--- src/common/prcp_pkg.sv ---
`default_nettype none
package prcp_pkg;
    // command codes of this bank
    localparam logic [7:0] CMD_CHIP_REVISION = 8'hae;
    localparam logic [7:0] CMD_LOOP_COMPENSATION = 8'hb1;
    localparam logic [7:0] CMD_POWER_STAGE_SETTINGS = 8'hb5;

    // block byte counts
    localparam logic [7:0] LEN_CHIP_REVISION = 8'h02;
    localparam logic [7:0] LEN_LOOP_COMPENSATION = 8'h05;
    localparam logic [7:0] LEN_POWER_STAGE_SETTINGS = 8'h01;

    // chip_revision fields
    localparam int REV_UPPER_MSB = 15;
    localparam int REV_UPPER_LSB = 12;
    localparam int REV_MIDDLE_MSB = 11;
    localparam int REV_MIDDLE_LSB = 8;
    localparam int REV_LOW_MSB = 7;
    localparam int REV_LOW_LSB = 0;

    // loop_compensation fields
    localparam int CI_LO_MSB = 39;
    localparam int CI_LO_LSB = 38;
    localparam int CF_MSB = 37;
    localparam int CF_LSB = 33;
    localparam int CI_DBL_BIT = 32;
    localparam int CR_MSB = 31;
    localparam int CR_LSB = 26;
    localparam int CI_HI_MSB = 25;
    localparam int CI_HI_LSB = 24;
    localparam int VI_LO_MSB = 23;
    localparam int VI_LO_LSB = 22;
    localparam int VF_MSB = 21;
    localparam int VF_LSB = 17;
    localparam int VR_MSB = 15;
    localparam int VR_LSB = 10;
    localparam int VI_HI_MSB = 9;
    localparam int VI_HI_LSB = 8;
    localparam int VG_MSB = 5;
    localparam int VG_LSB = 4;
    localparam int CG_MSB = 1;
    localparam int CG_LSB = 0;

    // power_stage_settings fields
    localparam int RAIL_MSB = 7;
    localparam int RAIL_LSB = 4;
    localparam logic [3:0] RAIL_CODE_MIN = 4'h3;
    localparam logic [3:0] RAIL_CODE_MAX = 4'ha;
    localparam logic [3:0] PSS_RESERVED_READ = 4'h0;

    // reset values, replaced when the nvm restore strobe arrives, and the byte read past the block end
    localparam logic [39:0] COMP_RESET = 40'h00_0000_0000;
    localparam logic [3:0] RAIL_RESET = 4'h8;
    localparam logic [7:0] RD_PAST_END = 8'hff;

    // transaction and action time limit
    localparam longint TXN_LIMIT_NS = 1000000;
    localparam longint CLK_PERIOD_NS = 8;
    localparam longint TXN_LIMIT_CYCLES = TXN_LIMIT_NS / CLK_PERIOD_NS;

    typedef enum {TXN_IDLE, TXN_ACTIVE} prcp_txn_e;

    typedef struct packed {
        logic [3:0] cur_int_cap_code;
        logic [4:0] cur_filter_cap_code;
        logic cur_int_cap_doubler;
        logic [5:0] cur_gain_res_code;
        logic [3:0] volt_int_cap_code;
        logic [4:0] volt_filter_cap_code;
        logic [5:0] volt_gain_res_code;
        logic [1:0] volt_transcond_code;
        logic [1:0] cur_transcond_code;
    } prcp_comp_s;

    typedef struct packed {
        logic comm_fault_summary;
        logic unsupported_cmd_flag;
    } prcp_fault_s;
endpackage
`default_nettype wire

--- src/hdl/prcp_regs.sv ---
// Overview of operation
// revision command answers two bytes by block read; no write accepted.
// revision: upper nibble 15:12, middle nibble 11:8, low byte 7:0.
// writing a read-only command raises invalid-command fault, data discarded.
// fault sets comm fault summary bit and unsupported-command flag bit 7.
// fault notifies host by asserting the alert line until faults cleared.
// compensation carries five bytes, block write and block read.
// compensation writes stored during conversion but not passed to hardware.
// host disables conversion first to make compensation apply at once.
// otherwise host stores, clears override, then restores or cycles supply.
// current integrating cap code: bits 39:38 low half, 25:24 high half.
// current filter cap code from bits 37:33.
// bit 32 doubles the current integrating capacitor.
// current mid-band gain resistor code from bits 31:26.
// voltage integrating cap code from bits 23:22 low and 9:8 high.
// voltage filter cap code from bits 21:17.
// voltage mid-band gain resistor code from bits 15:10.
// bits 5:4 voltage transconductance, bits 1:0 current transconductance.
// host writes zero to reserved compensation bits 16, 7:6, 3:2.
// power stage byte still moves by block write and block read.
// power stage changes apply on the fly, within the 1.0 ms limits.
// power stage bits 7:4 select rail level, codes 3h to Ah valid.
// power stage bits 3:0 are reserved and read as zero.
// host avoids the lowest rail code unless the rail is fed externally.
// an invalid rail code leaves the applied rail level unchanged.
`timescale 1ns/1ns
`default_nettype none
module prcp_regs
    import prcp_pkg::*;
#(
    parameter logic [3:0] REV_UPPER = 4'h1, // arbitrary value
    parameter logic [3:0] REV_MIDDLE = 4'h0, // arbitrary value
    parameter logic [7:0] REV_LOW = 8'h00, // arbitrary value
    parameter int TXN_LIMIT = int'(TXN_LIMIT_CYCLES)
) (
    input wire logic MCLK,
    input wire logic SRST,
    input wire logic CMD_VALID,
    input wire logic [7:0] CMD_CODE,
    input wire logic WR_VALID,
    input wire logic [7:0] WR_DATA,
    input wire logic RD_REQ,
    input wire logic STOP,
    input wire logic CONV_EN,
    input wire logic CLEAR_FAULTS,
    input wire logic NVM_LOAD,
    input wire logic [39:0] NVM_COMP,
    input wire logic [3:0] NVM_RAIL,
    output logic [7:0] RD_DATA,
    output logic RD_VALID,
    output prcp_comp_s COMP_HW,
    output logic [3:0] RAIL_LEVEL,
    output prcp_fault_s FAULTS,
    output logic ALERT
);
    prcp_txn_e state;
    logic [7:0] cmd;
    logic [3:0] byte_idx;
    logic [7:0] wr_count;
    logic [39:0] wr_buf;
    logic [39:0] comp_reg;
    logic [39:0] comp_applied;
    logic [7:0] pss_reg;
    logic [3:0] rail_applied;
    logic [31:0] txn_timer;
    logic fault_summary;
    logic fault_unsup;

    wire logic [15:0] rev_word = {REV_UPPER, REV_MIDDLE, REV_LOW};
    wire logic is_rev = (cmd == CMD_CHIP_REVISION);
    wire logic is_comp = (cmd == CMD_LOOP_COMPENSATION);
    wire logic is_pss = (cmd == CMD_POWER_STAGE_SETTINGS);
    wire logic active = (state == TXN_ACTIVE);
    wire logic timed_out = active && (txn_timer >= 32'(TXN_LIMIT));
    // any data byte on the revision command is a write attempt
    wire logic ivc_event = active && is_rev && WR_VALID;
    wire logic [39:0] wr_shift = {WR_DATA, wr_buf[39:8]};
    wire logic [3:0] data_seen = (byte_idx == 4'h0) ? 4'h0 : byte_idx - 4'h1;
    // commit only a complete block whose count matches the command
    wire logic comp_commit = active && STOP && is_comp && !timed_out
        && (wr_count == LEN_LOOP_COMPENSATION)
        && (data_seen == LEN_LOOP_COMPENSATION[3:0]);
    wire logic pss_commit = active && STOP && is_pss && !timed_out
        && (wr_count == LEN_POWER_STAGE_SETTINGS)
        && (data_seen == LEN_POWER_STAGE_SETTINGS[3:0]);
    wire logic [7:0] pss_new = wr_buf[39:32];
    wire logic [3:0] rail_new = pss_new[RAIL_MSB:RAIL_LSB];
    wire logic rail_ok = (rail_new >= RAIL_CODE_MIN) && (rail_new <= RAIL_CODE_MAX);
    // conversion running blocks the hardware copy
    wire logic comp_to_hw = comp_commit && !CONV_EN;

    // readable images, block count byte first, then data low byte first
    wire logic [39:0] rd_image = is_rev ? {24'h0, rev_word} :
        is_comp ? comp_reg : {32'h0, pss_reg[RAIL_MSB:RAIL_LSB], PSS_RESERVED_READ};
    wire logic [7:0] rd_len = is_rev ? LEN_CHIP_REVISION :
        is_comp ? LEN_LOOP_COMPENSATION : LEN_POWER_STAGE_SETTINGS;
    wire logic [39:0] rd_shifted = rd_image >> {data_seen, 3'b000};
    wire logic rd_known = is_rev || is_comp || is_pss;
    wire logic [7:0] next_rd_data = (byte_idx == 4'h0) ? rd_len :
        ({4'h0, data_seen} < rd_len) ? rd_shifted[7:0] : RD_PAST_END;

    always_ff @(posedge MCLK) begin
        if (SRST) begin
            state <= TXN_IDLE;
            cmd <= 8'h00;
            byte_idx <= 4'h0;
            wr_count <= 8'h00;
            wr_buf <= 40'h00_0000_0000;
            txn_timer <= 32'h0;
        end else if (CMD_VALID) begin
            state <= TXN_ACTIVE;
            cmd <= CMD_CODE;
            byte_idx <= 4'h0;
            wr_count <= 8'h00;
            txn_timer <= 32'h0;
        end else if (STOP || timed_out) begin
            // a stalled transaction is dropped past the time limit
            state <= TXN_IDLE;
        end else if (active) begin
            txn_timer <= txn_timer + 32'h1;
            if (WR_VALID || RD_REQ) begin
                byte_idx <= (byte_idx == 4'hf) ? byte_idx : byte_idx + 4'h1;
            end
            if (WR_VALID && byte_idx == 4'h0) begin
                wr_count <= WR_DATA;
            end else if (WR_VALID) begin
                wr_buf <= wr_shift;
            end
        end
    end

    // with a full five-byte block the buffer already sits aligned
    wire logic [39:0] comp_word = wr_buf;
    // a one-byte block leaves its byte in the top lane, as pss_new picks it

    always_ff @(posedge MCLK) begin
        if (SRST) begin
            comp_reg <= COMP_RESET;
            comp_applied <= COMP_RESET;
            pss_reg <= {RAIL_RESET, PSS_RESERVED_READ};
            rail_applied <= RAIL_RESET;
        end else if (NVM_LOAD) begin
            // restore is the path that applies values written while converting
            comp_reg <= NVM_COMP;
            comp_applied <= NVM_COMP;
            pss_reg <= {NVM_RAIL, PSS_RESERVED_READ};
            rail_applied <= NVM_RAIL;
        end else begin
            if (comp_commit) begin
                comp_reg <= comp_word;
            end
            if (comp_to_hw) begin
                comp_applied <= comp_word;
            end
            if (pss_commit) begin
                pss_reg <= {rail_new, PSS_RESERVED_READ};
            end
            if (pss_commit && rail_ok) begin
                rail_applied <= rail_new;
            end
        end
    end

    // set wins over clear so a fault in the clearing cycle survives
    always_ff @(posedge MCLK) begin
        if (SRST) begin
            fault_summary <= 1'b0;
            fault_unsup <= 1'b0;
        end else begin
            fault_summary <= ivc_event || (fault_summary && !CLEAR_FAULTS);
            fault_unsup <= ivc_event || (fault_unsup && !CLEAR_FAULTS);
        end
    end

    always_ff @(posedge MCLK) begin
        if (SRST) begin
            RD_DATA <= 8'h00;
            RD_VALID <= 1'b0;
        end else begin
            RD_VALID <= active && RD_REQ && rd_known;
            if (active && RD_REQ && rd_known) begin
                RD_DATA <= next_rd_data;
            end
        end
    end

    assign COMP_HW.cur_int_cap_code = {comp_applied[CI_HI_MSB:CI_HI_LSB],
        comp_applied[CI_LO_MSB:CI_LO_LSB]};
    assign COMP_HW.cur_filter_cap_code = comp_applied[CF_MSB:CF_LSB];
    assign COMP_HW.cur_int_cap_doubler = comp_applied[CI_DBL_BIT];
    assign COMP_HW.cur_gain_res_code = comp_applied[CR_MSB:CR_LSB];
    assign COMP_HW.volt_int_cap_code = {comp_applied[VI_HI_MSB:VI_HI_LSB],
        comp_applied[VI_LO_MSB:VI_LO_LSB]};
    assign COMP_HW.volt_filter_cap_code = comp_applied[VF_MSB:VF_LSB];
    assign COMP_HW.volt_gain_res_code = comp_applied[VR_MSB:VR_LSB];
    assign COMP_HW.volt_transcond_code = comp_applied[VG_MSB:VG_LSB];
    assign COMP_HW.cur_transcond_code = comp_applied[CG_MSB:CG_LSB];
    assign RAIL_LEVEL = rail_applied;
    assign FAULTS.comm_fault_summary = fault_summary;
    assign FAULTS.unsupported_cmd_flag = fault_unsup;
    assign ALERT = fault_summary || fault_unsup;
endmodule
`default_nettype wire

--- config.mk ---
export PLATFORM = sky130hd
export DESIGN_NAME = prcp_regs
export DESIGN_NICKNAME = d
export VERILOG_FILES = /design/src/common/prcp_pkg.sv /design/src/hdl/prcp_regs.sv
export SDC_FILE = /design/constraint.sdc
export NUM_CORES = 1
export LEC_CHECK = 0
export CORE_UTILIZATION = 25
export DETAILED_ROUTE_END_ITERATION = 8
export DONT_BUFFER_PORTS = 1
export SYNTH_ARGS = -nofsm -noshare
export SYNTH_HDL_FRONTEND = slang
export SYNTH_SLANG_ARGS = --single-unit
--- constraint.sdc ---
create_clock -name MCLK -period 3.3 [get_ports MCLK]
set_input_delay 0.33 -clock MCLK [delete_from_list [all_inputs] [get_ports MCLK]]
set_output_delay 0.33 -clock MCLK [all_outputs]
set_load 0.005 [all_outputs]
# Yosys cells after proc, flatten, opt, wreduce, memory -nomap -nowiden
# Cells that the tools add are included.
# word_totals
word_cells,92
input_bits,69
register_bits,192
out_inout_bits,51
# classes
order_cmp,4
reduce_logical,41
n_mux,17
n_shift,1
eq_ne,8
add_sub_neg,3
bitwise,4
# ops
operator,n
$mux W40,6
$shr A40 B7 Y8,1
$add A32 B1 Y32 const B,1
$ge A32 B17 Y1 const B,1
$mux W8,4
$eq A8 B8 Y1 const B,3
$logic_and A1 B1 Y1,20
$mux W4,3
$reduce_bool A2 Y1,5
$eq A8 B1 Y1 const B,1
$eq A8 B3 Y1 const B,1
$logic_or A1 B1 Y1,7
$mux W3,2
$reduce_and A5 Y1,1
$add A4 B1 Y4 const B,1
$eq A4 B1 Y1 const B,1
$eq A4 B3 Y1 const B,1
$eq A4 B4 Y1 const B,1
$ge A4 B2 Y1 const B,1
$le A4 B4 Y1 const B,1
$logic_not A4 Y1,1
$lt A4 B3 Y1,1
$not A1 Y1,4
$reduce_and A4 Y1,1
6 further kinds,9

# Depth between registers and ports, before layout
# Gate-level depths: netlist (run 1).
# depth
depth_word,9
ltp_mapped,13
ltp_nobuf,11

# Worst setup path after synthesis (run 1)
# No wires, ideal clock.
# synth_timing
path_type,register to register
startpoint,reg byte_idx[0]
endpoint,reg RD_DATA[7]
path_slack_ps,364
arrival_ps,2806
path_stages_with_launch,14
t_required_ps,3170
n_path_buf,2
synth_period_minus_slack_ps,2936
setup_ps,130
cell_sequence,dfxtp_1 -> inv_1 -> ha_1 -> or2_2 -> clkbuf_1 -> nand2_1 -> clkbuf_1 -> inv_1 -> ha_1 -> a21o_1 -> a311oi_1 -> or3_1 -> a21o_1 -> o41ai_1
# synth_via
elab_chain_len,5
word_cells_on_any_way,7
cone_classes,add/sub (1); order compare (1); shift (1); mux (3); reduce/logical (1)
# synth_rtl
element,line,rtl
start: declaration,prcp_regs.sv:58,logic [3:0] byte_idx;
start signal: assignment,prcp_regs.sv:122,byte_idx <= (byte_idx == 4'hf) ? byte_idx : byte_idx + 4'h1;
$sub A4 B1 Y4 or $logic_not A4 Y1 (tied branches),"prcp_regs.sv:78, prcp_regs.sv:99",
$mux W4,prcp_regs.sv:78,wire logic [3:0] data_seen = (byte_idx == 4'h0) ? 4'h0 : byte_idx - 4'h1;
$shr A40 B7 Y8 or $lt A4 B3 Y1 (tied branches),"prcp_regs.sv:97, prcp_regs.sv:100",
$mux W8,prcp_regs.sv:100,"({4'h0, data_seen} < rd_len) ? rd_shifted[7:0] : RD_PAST_END;"
$mux W8 (*),prcp_regs.sv:99,wire logic [7:0] next_rd_data = (byte_idx == 4'h0) ? rd_len :
end signal: assignment,prcp_regs.sv:182,RD_DATA <= next_rd_data;
end: declaration,prcp_regs.sv:49,"output logic [7:0] RD_DATA,"
# Mark *: on every way between the ends. The rest lies on a longest branch, timed or not.
# A chain may end at the register's enable or synchronous reset.

# Final worst setup path (run 1)
# layout_timing
startpoint,reg byte_idx[1]
endpoint,reg RD_DATA[0]
# Same word-level chain as after synthesis.

==> impl_metrics.prom, run 1 <==
# TYPE chip_impl_metric gauge
chip_impl_info{name="grt.busiest_layer",value="met2"} 1
chip_impl_metric{name="io_buffer_count",unit=""} 0
chip_impl_metric{name="timing.final.crit_period",unit="ns"} 3.045
chip_impl_info{name="post_synth_main_area_contributors",value="dfxtp_1 (45%), nand2_1 (9.0%), nor3_1 (4.8%)"} 1
chip_impl_metric{name="htree_levels",unit=""} 4
chip_impl_metric{name="timing_hold_violations_final",unit=""} 0
chip_impl_metric{name="synthesis.instances",unit=""} 986
chip_impl_metric{name="die_x",unit="microns"} 183.9
chip_impl_metric{name="via_count_of_the_first_global_routing_pass",unit=""} 6575
chip_impl_metric{name="mappedNetlistArea",unit="sq um"} 8274
chip_impl_metric{name="synth.lib_cells_used.distinct",unit=""} 68
chip_impl_metric{name="sequential_power_share",unit=""} 0.524
chip_impl_info{name="synth.top_cells.by_count",value="nand2_1 (198), dfxtp_1 (187), nor3_1 (80)"} 1
chip_impl_metric{name="drt-pass1-iter-count",unit=""} 5
chip_impl_metric{name="worst_pin_slew",unit="ns"} 1.103
chip_impl_metric{name="setup_viol",unit=""} 0
chip_impl_metric{name="n_fill_cell",unit=""} 3521
chip_impl_metric{name="crit_fanout",unit=""} 12
chip_impl_metric{name="final.setup_skew",unit="ns"} 0.01185
chip_impl_metric{name="cell_internal_pwr",unit="uW"} 3453
chip_impl_info{name="rsz0062_at_grt",value="no"} 1
chip_impl_metric{name="max-slew-margin-rel",unit=""} 0.2639
chip_impl_metric{name="numClockSinks",unit=""} 187
chip_impl_info{name="timing.hold.worst.class",value="in2reg"} 1
chip_impl_metric{name="design.final.nets",unit=""} 1026
chip_impl_metric{name="ioPinCount",unit=""} 120
chip_impl_metric{name="initial_utilization",unit=""} 0.2543
chip_impl_metric{name="timing.setup.tns",unit="ns"} 0
chip_impl_metric{name="power.leakage",unit="uW"} 0.003171
chip_impl_metric{name="clock.fmax",unit="MHz"} 328.5
chip_impl_metric{name="grtUsageMet2",unit=""} 0.2411
chip_impl_info{name="dominantRegCellSynth",value="dfxtp_1"} 1
chip_impl_info{name="netlist.top_cell.by_area",value="dfxtp_1"} 1
chip_impl_metric{name="drive_gt1_frac",unit=""} 0.1018
chip_impl_info{name="yosysMostFrequentCell",value="nand2_1"} 1
chip_impl_metric{name="routed_via_density",unit=""} 5.001
chip_impl_metric{name="post_synth.cell_area_avg",unit="sq um"} 8.392
chip_impl_metric{name="cts-resized-gates",unit=""} 0
chip_impl_metric{name="drt_iter0_markers",unit=""} 625
chip_impl_metric{name="worstPathArrival",unit="ns"} 3.37
chip_impl_metric{name="gpl.final_weighted_congestion",unit=""} 0.9367
chip_impl_metric{name="globalRouteTotalUtil",unit=""} 0.1556
chip_impl_metric{name="syn-num-nets",unit=""} 1062
chip_impl_metric{name="dieArea",unit="sq um"} 33830
chip_impl_metric{name="post-cts-setup-buffers",unit=""} 0
chip_impl_metric{name="clk_latency",unit="ns"} 0.45
chip_impl_metric{name="power_frac_clock",unit=""} 0.421
chip_impl_metric{name="vias",unit=""} 7031
chip_impl_info{name="tritoncts_clock_tree",value="yes"} 1
chip_impl_metric{name="wl_per_cell",unit="microns"} 18.69
chip_impl_metric{name="grt-ovfl-total",unit=""} 0
chip_impl_metric{name="switching_share",unit=""} 0.2492
chip_impl_metric{name="grt_antenna_before_repair",unit=""} 1
chip_impl_metric{name="ctsHoldBuffers",unit=""} 2
chip_impl_metric{name="drv_slew",unit=""} 0
chip_impl_metric{name="number_of_storage_elements_in_the_synthesis_netlist",unit=""} 187
chip_impl_metric{name="dp_hpwl",unit="microns"} 18380
chip_impl_metric{name="final.period_utilization",unit=""} 0.9226
chip_impl_info{name="setup.worst_path.end_class",value="register"} 1
chip_impl_metric{name="p_switching",unit="uW"} 1146
chip_impl_metric{name="residual_drc_count",unit=""} 0
chip_impl_metric{name="design.core.area",unit="sq um"} 32540
chip_impl_metric{name="std_cell_rows",unit=""} 66
chip_impl_metric{name="grt_pass1_wl",unit="microns"} 39790
chip_impl_metric{name="asyncSetResetFlopFracSynth",unit=""} 0
chip_impl_metric{name="synth-seq-area-share",unit=""} 0.4524
chip_impl_metric{name="worst_slack",unit="ns"} 0.2555
chip_impl_info{name="clk_root_buffer_cell",value="clkbuf_16"} 1
chip_impl_info{name="critPathKind",value="reg2reg"} 1
chip_impl_metric{name="timing.critical_path.required",unit="ns"} 3.62
chip_impl_metric{name="dp_worst_setup_slack",unit="ns"} 0.3467
chip_impl_metric{name="postRouteAntennaNets",unit=""} 0
chip_impl_metric{name="synth-warning-count",unit=""} 0
chip_impl_metric{name="total_clock_buffers_created_by_cts",unit=""} 17
chip_impl_metric{name="clock_path_buffers",unit=""} 2
chip_impl_info{name="outcome",value="finished clean"} 1
chip_impl_metric{name="route.final.wire_length",unit="microns"} 26270
chip_impl_metric{name="comb_power_share",unit=""} 0.055
chip_impl_metric{name="drv_cap",unit=""} 0
chip_impl_metric{name="clock_pin_slew_worst_setup_and_hold_paths",unit="ns"} 0.07
chip_impl_info{name="start_kind",value="register"} 1
chip_impl_metric{name="multiInputGateArea",unit="sq um"} 4158
chip_impl_metric{name="areaGrowthSynthToFinish",unit="%"} 11.93
chip_impl_metric{name="die_h",unit="microns"} 183.9
chip_impl_metric{name="grt_util_met1",unit=""} 0.1956
chip_impl_metric{name="number_of_flops_mapped_to_enable_cells_by_yosys",unit=""} 0
chip_impl_metric{name="synthDominantCellAreaShare",unit=""} 0.4524
chip_impl_metric{name="power.density_cell_area",unit="nW/um^2"} 496.6
chip_impl_metric{name="final-seq-area",unit="sq um"} 3744
chip_impl_metric{name="gr-usage-met3",unit=""} 0.05507
chip_impl_metric{name="grt_max_degree",unit=""} 85
chip_impl_metric{name="vdd_drop_max",unit="uV"} 369.1
cells in the final DEF, fill, tap and decap left out, types with 4 or more instances in the layout:
cell type / synthesis / final
xor2_1: 11 / 11
nor4_1: 11 / 11
buf_4: 4 / 16
o21ai_0: 14 / 14
dfxtp_1: 187 / 187
nor3_2: 31 / 30
nor2_1: 61 / 61
ha_1: 7 / 7
o221ai_1: 4 / 4
xnor2_1: 5 / 5
nand2b_1: 6 / 6
mux2i_1: 14 / 14
o21bai_1: 36 / 36
and3_1: 7 / 7
nor3b_1: 5 / 5
a211oi_1: 9 / 9
nand3_1: 12 / 12
nand4b_1: 4 / 4
o21a_1: 4 / 4
a31oi_1: 41 / 41
nand2_1: 198 / 198
a21oi_1: 60 / 60
and2_1: 17 / 17
inv_1: 9 / 8
clkinvlp_4: 0 / 6
or3_1: 4 / 4
clkbuf_16: 0 / 17
a311oi_1: 8 / 8
nor3_1: 80 / 80
nand4_1: 9 / 9
layer usage:
metal / vias up / part of all wire
li1: 3408 / -
met4: 0 / 0.029
met5: - / 0
met1: 3376 / 0.43
met2: 206 / 0.45
met3: 41 / 0.092
power by group through the flow:
stage	logic [uW]	clock network (uW)	registers, uW
2_1_floorplan	212	0	2420
3_3_place_gp	227	0	2460
3_5_place_dp	231	0	2460
4_1_cts	252	1960	2410
5_1_grt	277	2050	2420
6_report	251	1940	2410
kinds of logic (layout without fill, tap and decap cells):
kind of cell,Yosys count,in the layout,synth area share
and+or+nand+nor,468,468,0.2853
AOI/OAI and AO/OA,204,204,0.1654
DFF,187,187,0.4524
buffers and inverters,86,63,0.04688
muxes,18,18,0.02238
xor gates and xnor gates,16,16,0.01694
adders and majority gates,7,7,0.01058
other,0,1,0
metrics by stage:
| stage | utilization | hold WS [ns] | total power, uW | std cells | instance area [sq um] |
|---|---|---|---|---|---|
| final | 0.2846 | 0.01492 | 4599 | 1406 | 9261 |
| after global routing | 0.2846 | 0.02068 | 4749 | 1405 | 9259 |
| after floorplan | - | 0.4271 | 2636 | 986 | 8274 |
| after CTS | 0.2846 | 0.0006215 | 4624 | 1405 | 9259 |
| after global placement | 0.2665 | 0.4166 | 2691 | 1371 | 8672 |
| after detailed placement | 0.2665 | 0.4174 | 2695 | 1371 | 8672 |
worst paths after layout:
check	from	end	slack (ns)	cells past startpoint
hold reg to reg	comp_word[2]	comp_word[2]	0.46	2
hold / removal	NVM_RAIL[3]	RAIL_LEVEL[3]	0.01	2
setup / recovery	byte_idx[1]	RD_DATA[0]	0.26	11
setup reg to reg	byte_idx[1]	RD_DATA[0]	0.26	11
worst max-delay path: stages (launching register included):
cell      delay (ns)
dfxtp_1         0.34
inv_1           0.12
ha_1            0.26
or3b_2          0.62
nand2_1         0.13
inv_1           0.07
ha_1            0.17
a21o_1          0.15
a311oi_1        0.58
nand3b_1        0.21
a21oi_1         0.20
nor3_1          0.07
area by class of cell:
cell class | instances | area share
clock buffer | 21 | 0.04972
tap | 442 | 0.05971
inverter | 10 | 0.004053
sequential | 187 | 0.4042
clock inverter | 11 | 0.009592
timing repair buffer | 21 | 0.02351
multi-input combinational | 713 | 0.4489
antenna | 1 | 0.0002702
(Power assumes the default switching activity.)
==> run 2, diff against run 1 <==
Settings changed: ABC_AREA set to 1.
==> impl_metrics.prom, run 2 <==
# TYPE chip_impl_metric gauge
chip_impl_info{name="outcome",value="finished clean"} 1
chip_impl_metric{name="number_of_flops_mapped_to_enable_cells_by_yosys",unit=""} 0
chip_impl_info{name="post_synth_main_area_contributors",value="dfxtp_1 (42%), nor2_1 (12%), nand2_1 (8.7%)"} 1
chip_impl_metric{name="clock_path_buffers",unit=""} 2
chip_impl_info{name="timing.hold.worst.class",value="in2reg"} 1
chip_impl_info{name="crit-reg2reg-launch",value="byte_idx[0]"} 1
chip_impl_metric{name="die_h",unit="microns"} 190.0
chip_impl_info{name="setup.worst_path.end_class",value="register"} 1
chip_impl_metric{name="clock.fmax",unit="MHz"} 330.9
chip_impl_metric{name="max-slew-margin-rel",unit=""} 0.2843
chip_impl_info{name="layout.cells.most_common",value="nor2_1"} 1
chip_impl_metric{name="power.leakage",unit="uW"} 0.004003
chip_impl_metric{name="grt-ovfl-total",unit=""} 0
chip_impl_metric{name="areaGrowthSynthToFinish",unit="%"} 10.32
chip_impl_info{name="critical_path.most_common_cell",value="nand2_1"} 1
chip_impl_metric{name="post_synth.cell_area_avg",unit="sq um"} 6.868
chip_impl_metric{name="n_fill_cell",unit=""} 3809
chip_impl_metric{name="vdd_drop_max",unit="uV"} 308.8
chip_impl_info{name="worst_path_max_delay_cell",value="o21ai_0"} 1
chip_impl_metric{name="wl_per_cell",unit="microns"} 15.40
chip_impl_info{name="clk_root_buffer_cell",value="clkbuf_16"} 1
chip_impl_metric{name="syn-num-nets",unit=""} 1363
chip_impl_metric{name="std_cell_rows",unit=""} 68
chip_impl_metric{name="synth-seq-area-share",unit=""} 0.4235
chip_impl_metric{name="globalRouteTotalUtil",unit=""} 0.1487
chip_impl_metric{name="timing.final.crit_period",unit="ns"} 3.022
chip_impl_metric{name="grt_max_degree",unit=""} 71
chip_impl_info{name="synth.top_cells.by_count",value="nor2_1 (271), nand2_1 (205), dfxtp_1 (187)"} 1
chip_impl_metric{name="design.final.nets",unit=""} 1324
chip_impl_metric{name="drt-pass1-iter-count",unit=""} 5
chip_impl_info{name="tritoncts_clock_tree",value="yes"} 1
chip_impl_metric{name="initial_utilization",unit=""} 0.2553
chip_impl_metric{name="via_count_of_the_first_global_routing_pass",unit=""} 7382
chip_impl_metric{name="drive_gt1_frac",unit=""} 0.08089
chip_impl_metric{name="timing.setup.tns",unit="ns"} 0
chip_impl_info{name="yosysMostFrequentCell",value="nor2_1"} 1
chip_impl_metric{name="clk_latency",unit="ns"} 0.45
chip_impl_metric{name="htree_levels",unit=""} 4
chip_impl_info{name="worstHoldStart",value="WR_DATA[6]"} 1
chip_impl_metric{name="dp_hpwl",unit="microns"} 19410
chip_impl_metric{name="setup_viol",unit=""} 0
chip_impl_info{name="cp-startpoint",value="byte_idx[0]"} 1
chip_impl_metric{name="vias",unit=""} 7953
chip_impl_metric{name="worst_pin_slew",unit="ns"} 1.072
chip_impl_metric{name="critPathMaxStageDelay",unit="ns"} 0.37
chip_impl_metric{name="timing_hold_violations_final",unit=""} 0
chip_impl_metric{name="critPathBufInv",unit=""} 2
chip_impl_metric{name="dp_worst_setup_slack",unit="ns"} 0.3789
chip_impl_metric{name="synth.lib_cells_used.distinct",unit=""} 40
chip_impl_metric{name="dpl_cell_area",unit="sq um"} 9166
chip_impl_metric{name="drv_cap",unit=""} 0
chip_impl_metric{name="final_design_area_no_fill",unit="sq um"} 9752
chip_impl_info{name="dominantRegCellSynth",value="dfxtp_1"} 1
chip_impl_metric{name="post-cts-setup-buffers",unit=""} 0
chip_impl_metric{name="postRouteAntennaNets",unit=""} 0
chip_impl_metric{name="number_of_storage_elements_in_the_synthesis_netlist",unit=""} 187
chip_impl_info{name="start_kind",value="register"} 1
chip_impl_metric{name="report.power.total",unit="uW"} 4833
chip_impl_metric{name="grt_pass1_wl",unit="microns"} 41080
chip_impl_metric{name="gpl.final_weighted_congestion",unit=""} 0.8888
chip_impl_info{name="critical-path-top-delay-family",value="simple AND/OR/NAND/NOR gates"} 1
chip_impl_info{name="rsz0062_at_grt",value="no"} 1
chip_impl_metric{name="worst_slack",unit="ns"} 0.2775
chip_impl_info{name="netlist.top_cell.by_area",value="dfxtp_1"} 1
chip_impl_metric{name="synthesis.instances",unit=""} 1287
chip_impl_metric{name="mappedNetlistArea",unit="sq um"} 8840
chip_impl_metric{name="drv_slew",unit=""} 0
chip_impl_info{name="layout.cells.most_common_list",value="nor2_1 (269), nand2_1 (204), dfxtp_1 (187)"} 1
chip_impl_metric{name="synthDominantCellAreaShare",unit=""} 0.4235
chip_impl_metric{name="power.density_cell_area",unit="nW/um^2"} 495.6
chip_impl_metric{name="final.setup_skew",unit="ns"} 0.01488
chip_impl_metric{name="multiInputGateArea",unit="sq um"} 4250
chip_impl_metric{name="total_clock_buffers_created_by_cts",unit=""} 17
chip_impl_metric{name="clock_pin_slew_worst_setup_and_hold_paths",unit="ns"} 0.08
chip_impl_metric{name="worstPathArrival",unit="ns"} 3.31
chip_impl_metric{name="dieArea",unit="sq um"} 36120
chip_impl_metric{name="routed_via_density",unit=""} 4.629
chip_impl_metric{name="asyncSetResetFlopFracSynth",unit=""} 0
chip_impl_metric{name="io_buffer_count",unit=""} 0
chip_impl_metric{name="timing.critical_path.required",unit="ns"} 3.59
chip_impl_metric{name="final-seq-area",unit="sq um"} 3744
chip_impl_metric{name="grt_antenna_before_repair",unit=""} 4
chip_impl_metric{name="die_x",unit="microns"} 190.0
chip_impl_metric{name="route.final.wire_length",unit="microns"} 26470
chip_impl_info{name="critPathKind",value="reg2reg"} 1
chip_impl_metric{name="synth-warning-count",unit=""} 0
chip_impl_metric{name="drt_iter0_markers",unit=""} 628
chip_impl_info{name="critical_path_cell_by_cell",value="inv_1 > ha_1 > nand3_2 > nand2_1 > inv_1 > ha_1 > a21boi_0 > o21ai_0 > nand2_1 > nor2_1 > nand2_1 > nand2_1 > a21oi_1"} 1
chip_impl_metric{name="residual_drc_count",unit=""} 0
chip_impl_metric{name="design.core.area",unit="sq um"} 34630
chip_impl_metric{name="crit_fanout",unit=""} 11
chip_impl_metric{name="numClockSinks",unit=""} 187
chip_impl_metric{name="ioPinCount",unit=""} 120
chip_impl_metric{name="final.period_utilization",unit=""} 0.9159
[run 2: changes by cell type in the layout (fill, tap and decap cells not counted), sizes merged, moves of 38 or more]
| cell | before | now |
|---|---|---|
| nor2 | 61 | 273 |
| inv | 12 | 128 |
| nor3 | 111 | 15 |
| o21ai | 14 | 107 |
| nand3 | 12 | 85 |
| a31oi | 41 | 3 |
[run 2: stage by stage]
stage / instances / hold slack (ns) / util
after floorplan: 1287 / 0.4080 / -
after global placement: 1682 / 0.4025 / 0.2647
after detailed placement: 1682 / 0.4052 / 0.2647
after CTS: 1716 / 0.008660 / 0.2815
after global routing: 1717 / 0.004744 / 0.2815
final: 1718 / 0.01553 / 0.2816
[run 2: kinds of logic (layout without fill, tap and decap cells)]
group	Yosys count	after routing	synth area share
AO/OA/AOI/OAI	214	214	0.1254
XOR/XNOR	6	6	0.005946
adder cells (fa/ha/maj)	7	7	0.009908
buffers and inverters	200	174	0.09724
flip-flops	187	187	0.4235
multiplexers	4	4	0.005095
other	0	2	0
AND/OR/NAND/NOR	669	669	0.3329
[run 2: worst paths after layout]
| kind | endpoint | slack (ns) | depth (start not counted) |
|---|---|---|---|
| setup / recovery | RD_DATA[0] | 0.28 | 13 |
| hold / removal | wr_count[6] | 0.02 | 2 |
| setup reg to reg | RD_DATA[0] | 0.28 | 13 |
| hold reg to reg | txn_timer[17] | 0.43 | 2 |
[run 2: final cells by class]
cell class,instances,area share
Inverter,123,0.04747
Multi-Input combinational cell,900,0.4358
Clock buffer,17,0.04362
Antenna cell,2,0.0005132
Sequential cell,187,0.3839
Timing Repair Buffer,19,0.01642
Clock inverter,15,0.01386
Tap cell,455,0.05838
[run 2: power by group]
| group | internal, uW | switching [uW] | total, uW |
|---|---|---|---|
| sequential | 2340 | 62.1 | 2400 |
| clock | 991 | 1000 | 1990 |
| combinational | 143 | 299 | 442 |
[run 2: per-layer routing]
layer,vias up,global-route usage,share of wire
li1,4026,-,-
met1,3708,0.1821,0.43
met2,173,0.2339,0.46
met3,42,0.05165,0.076
met4,4,0.06576,0.028
met5,-,0,0.0012
[run 2: what timing repair did]
action,CTS,global route
endpoints found under the hold margin,16,0
hold buffers,2,0
resized for setup,0,0
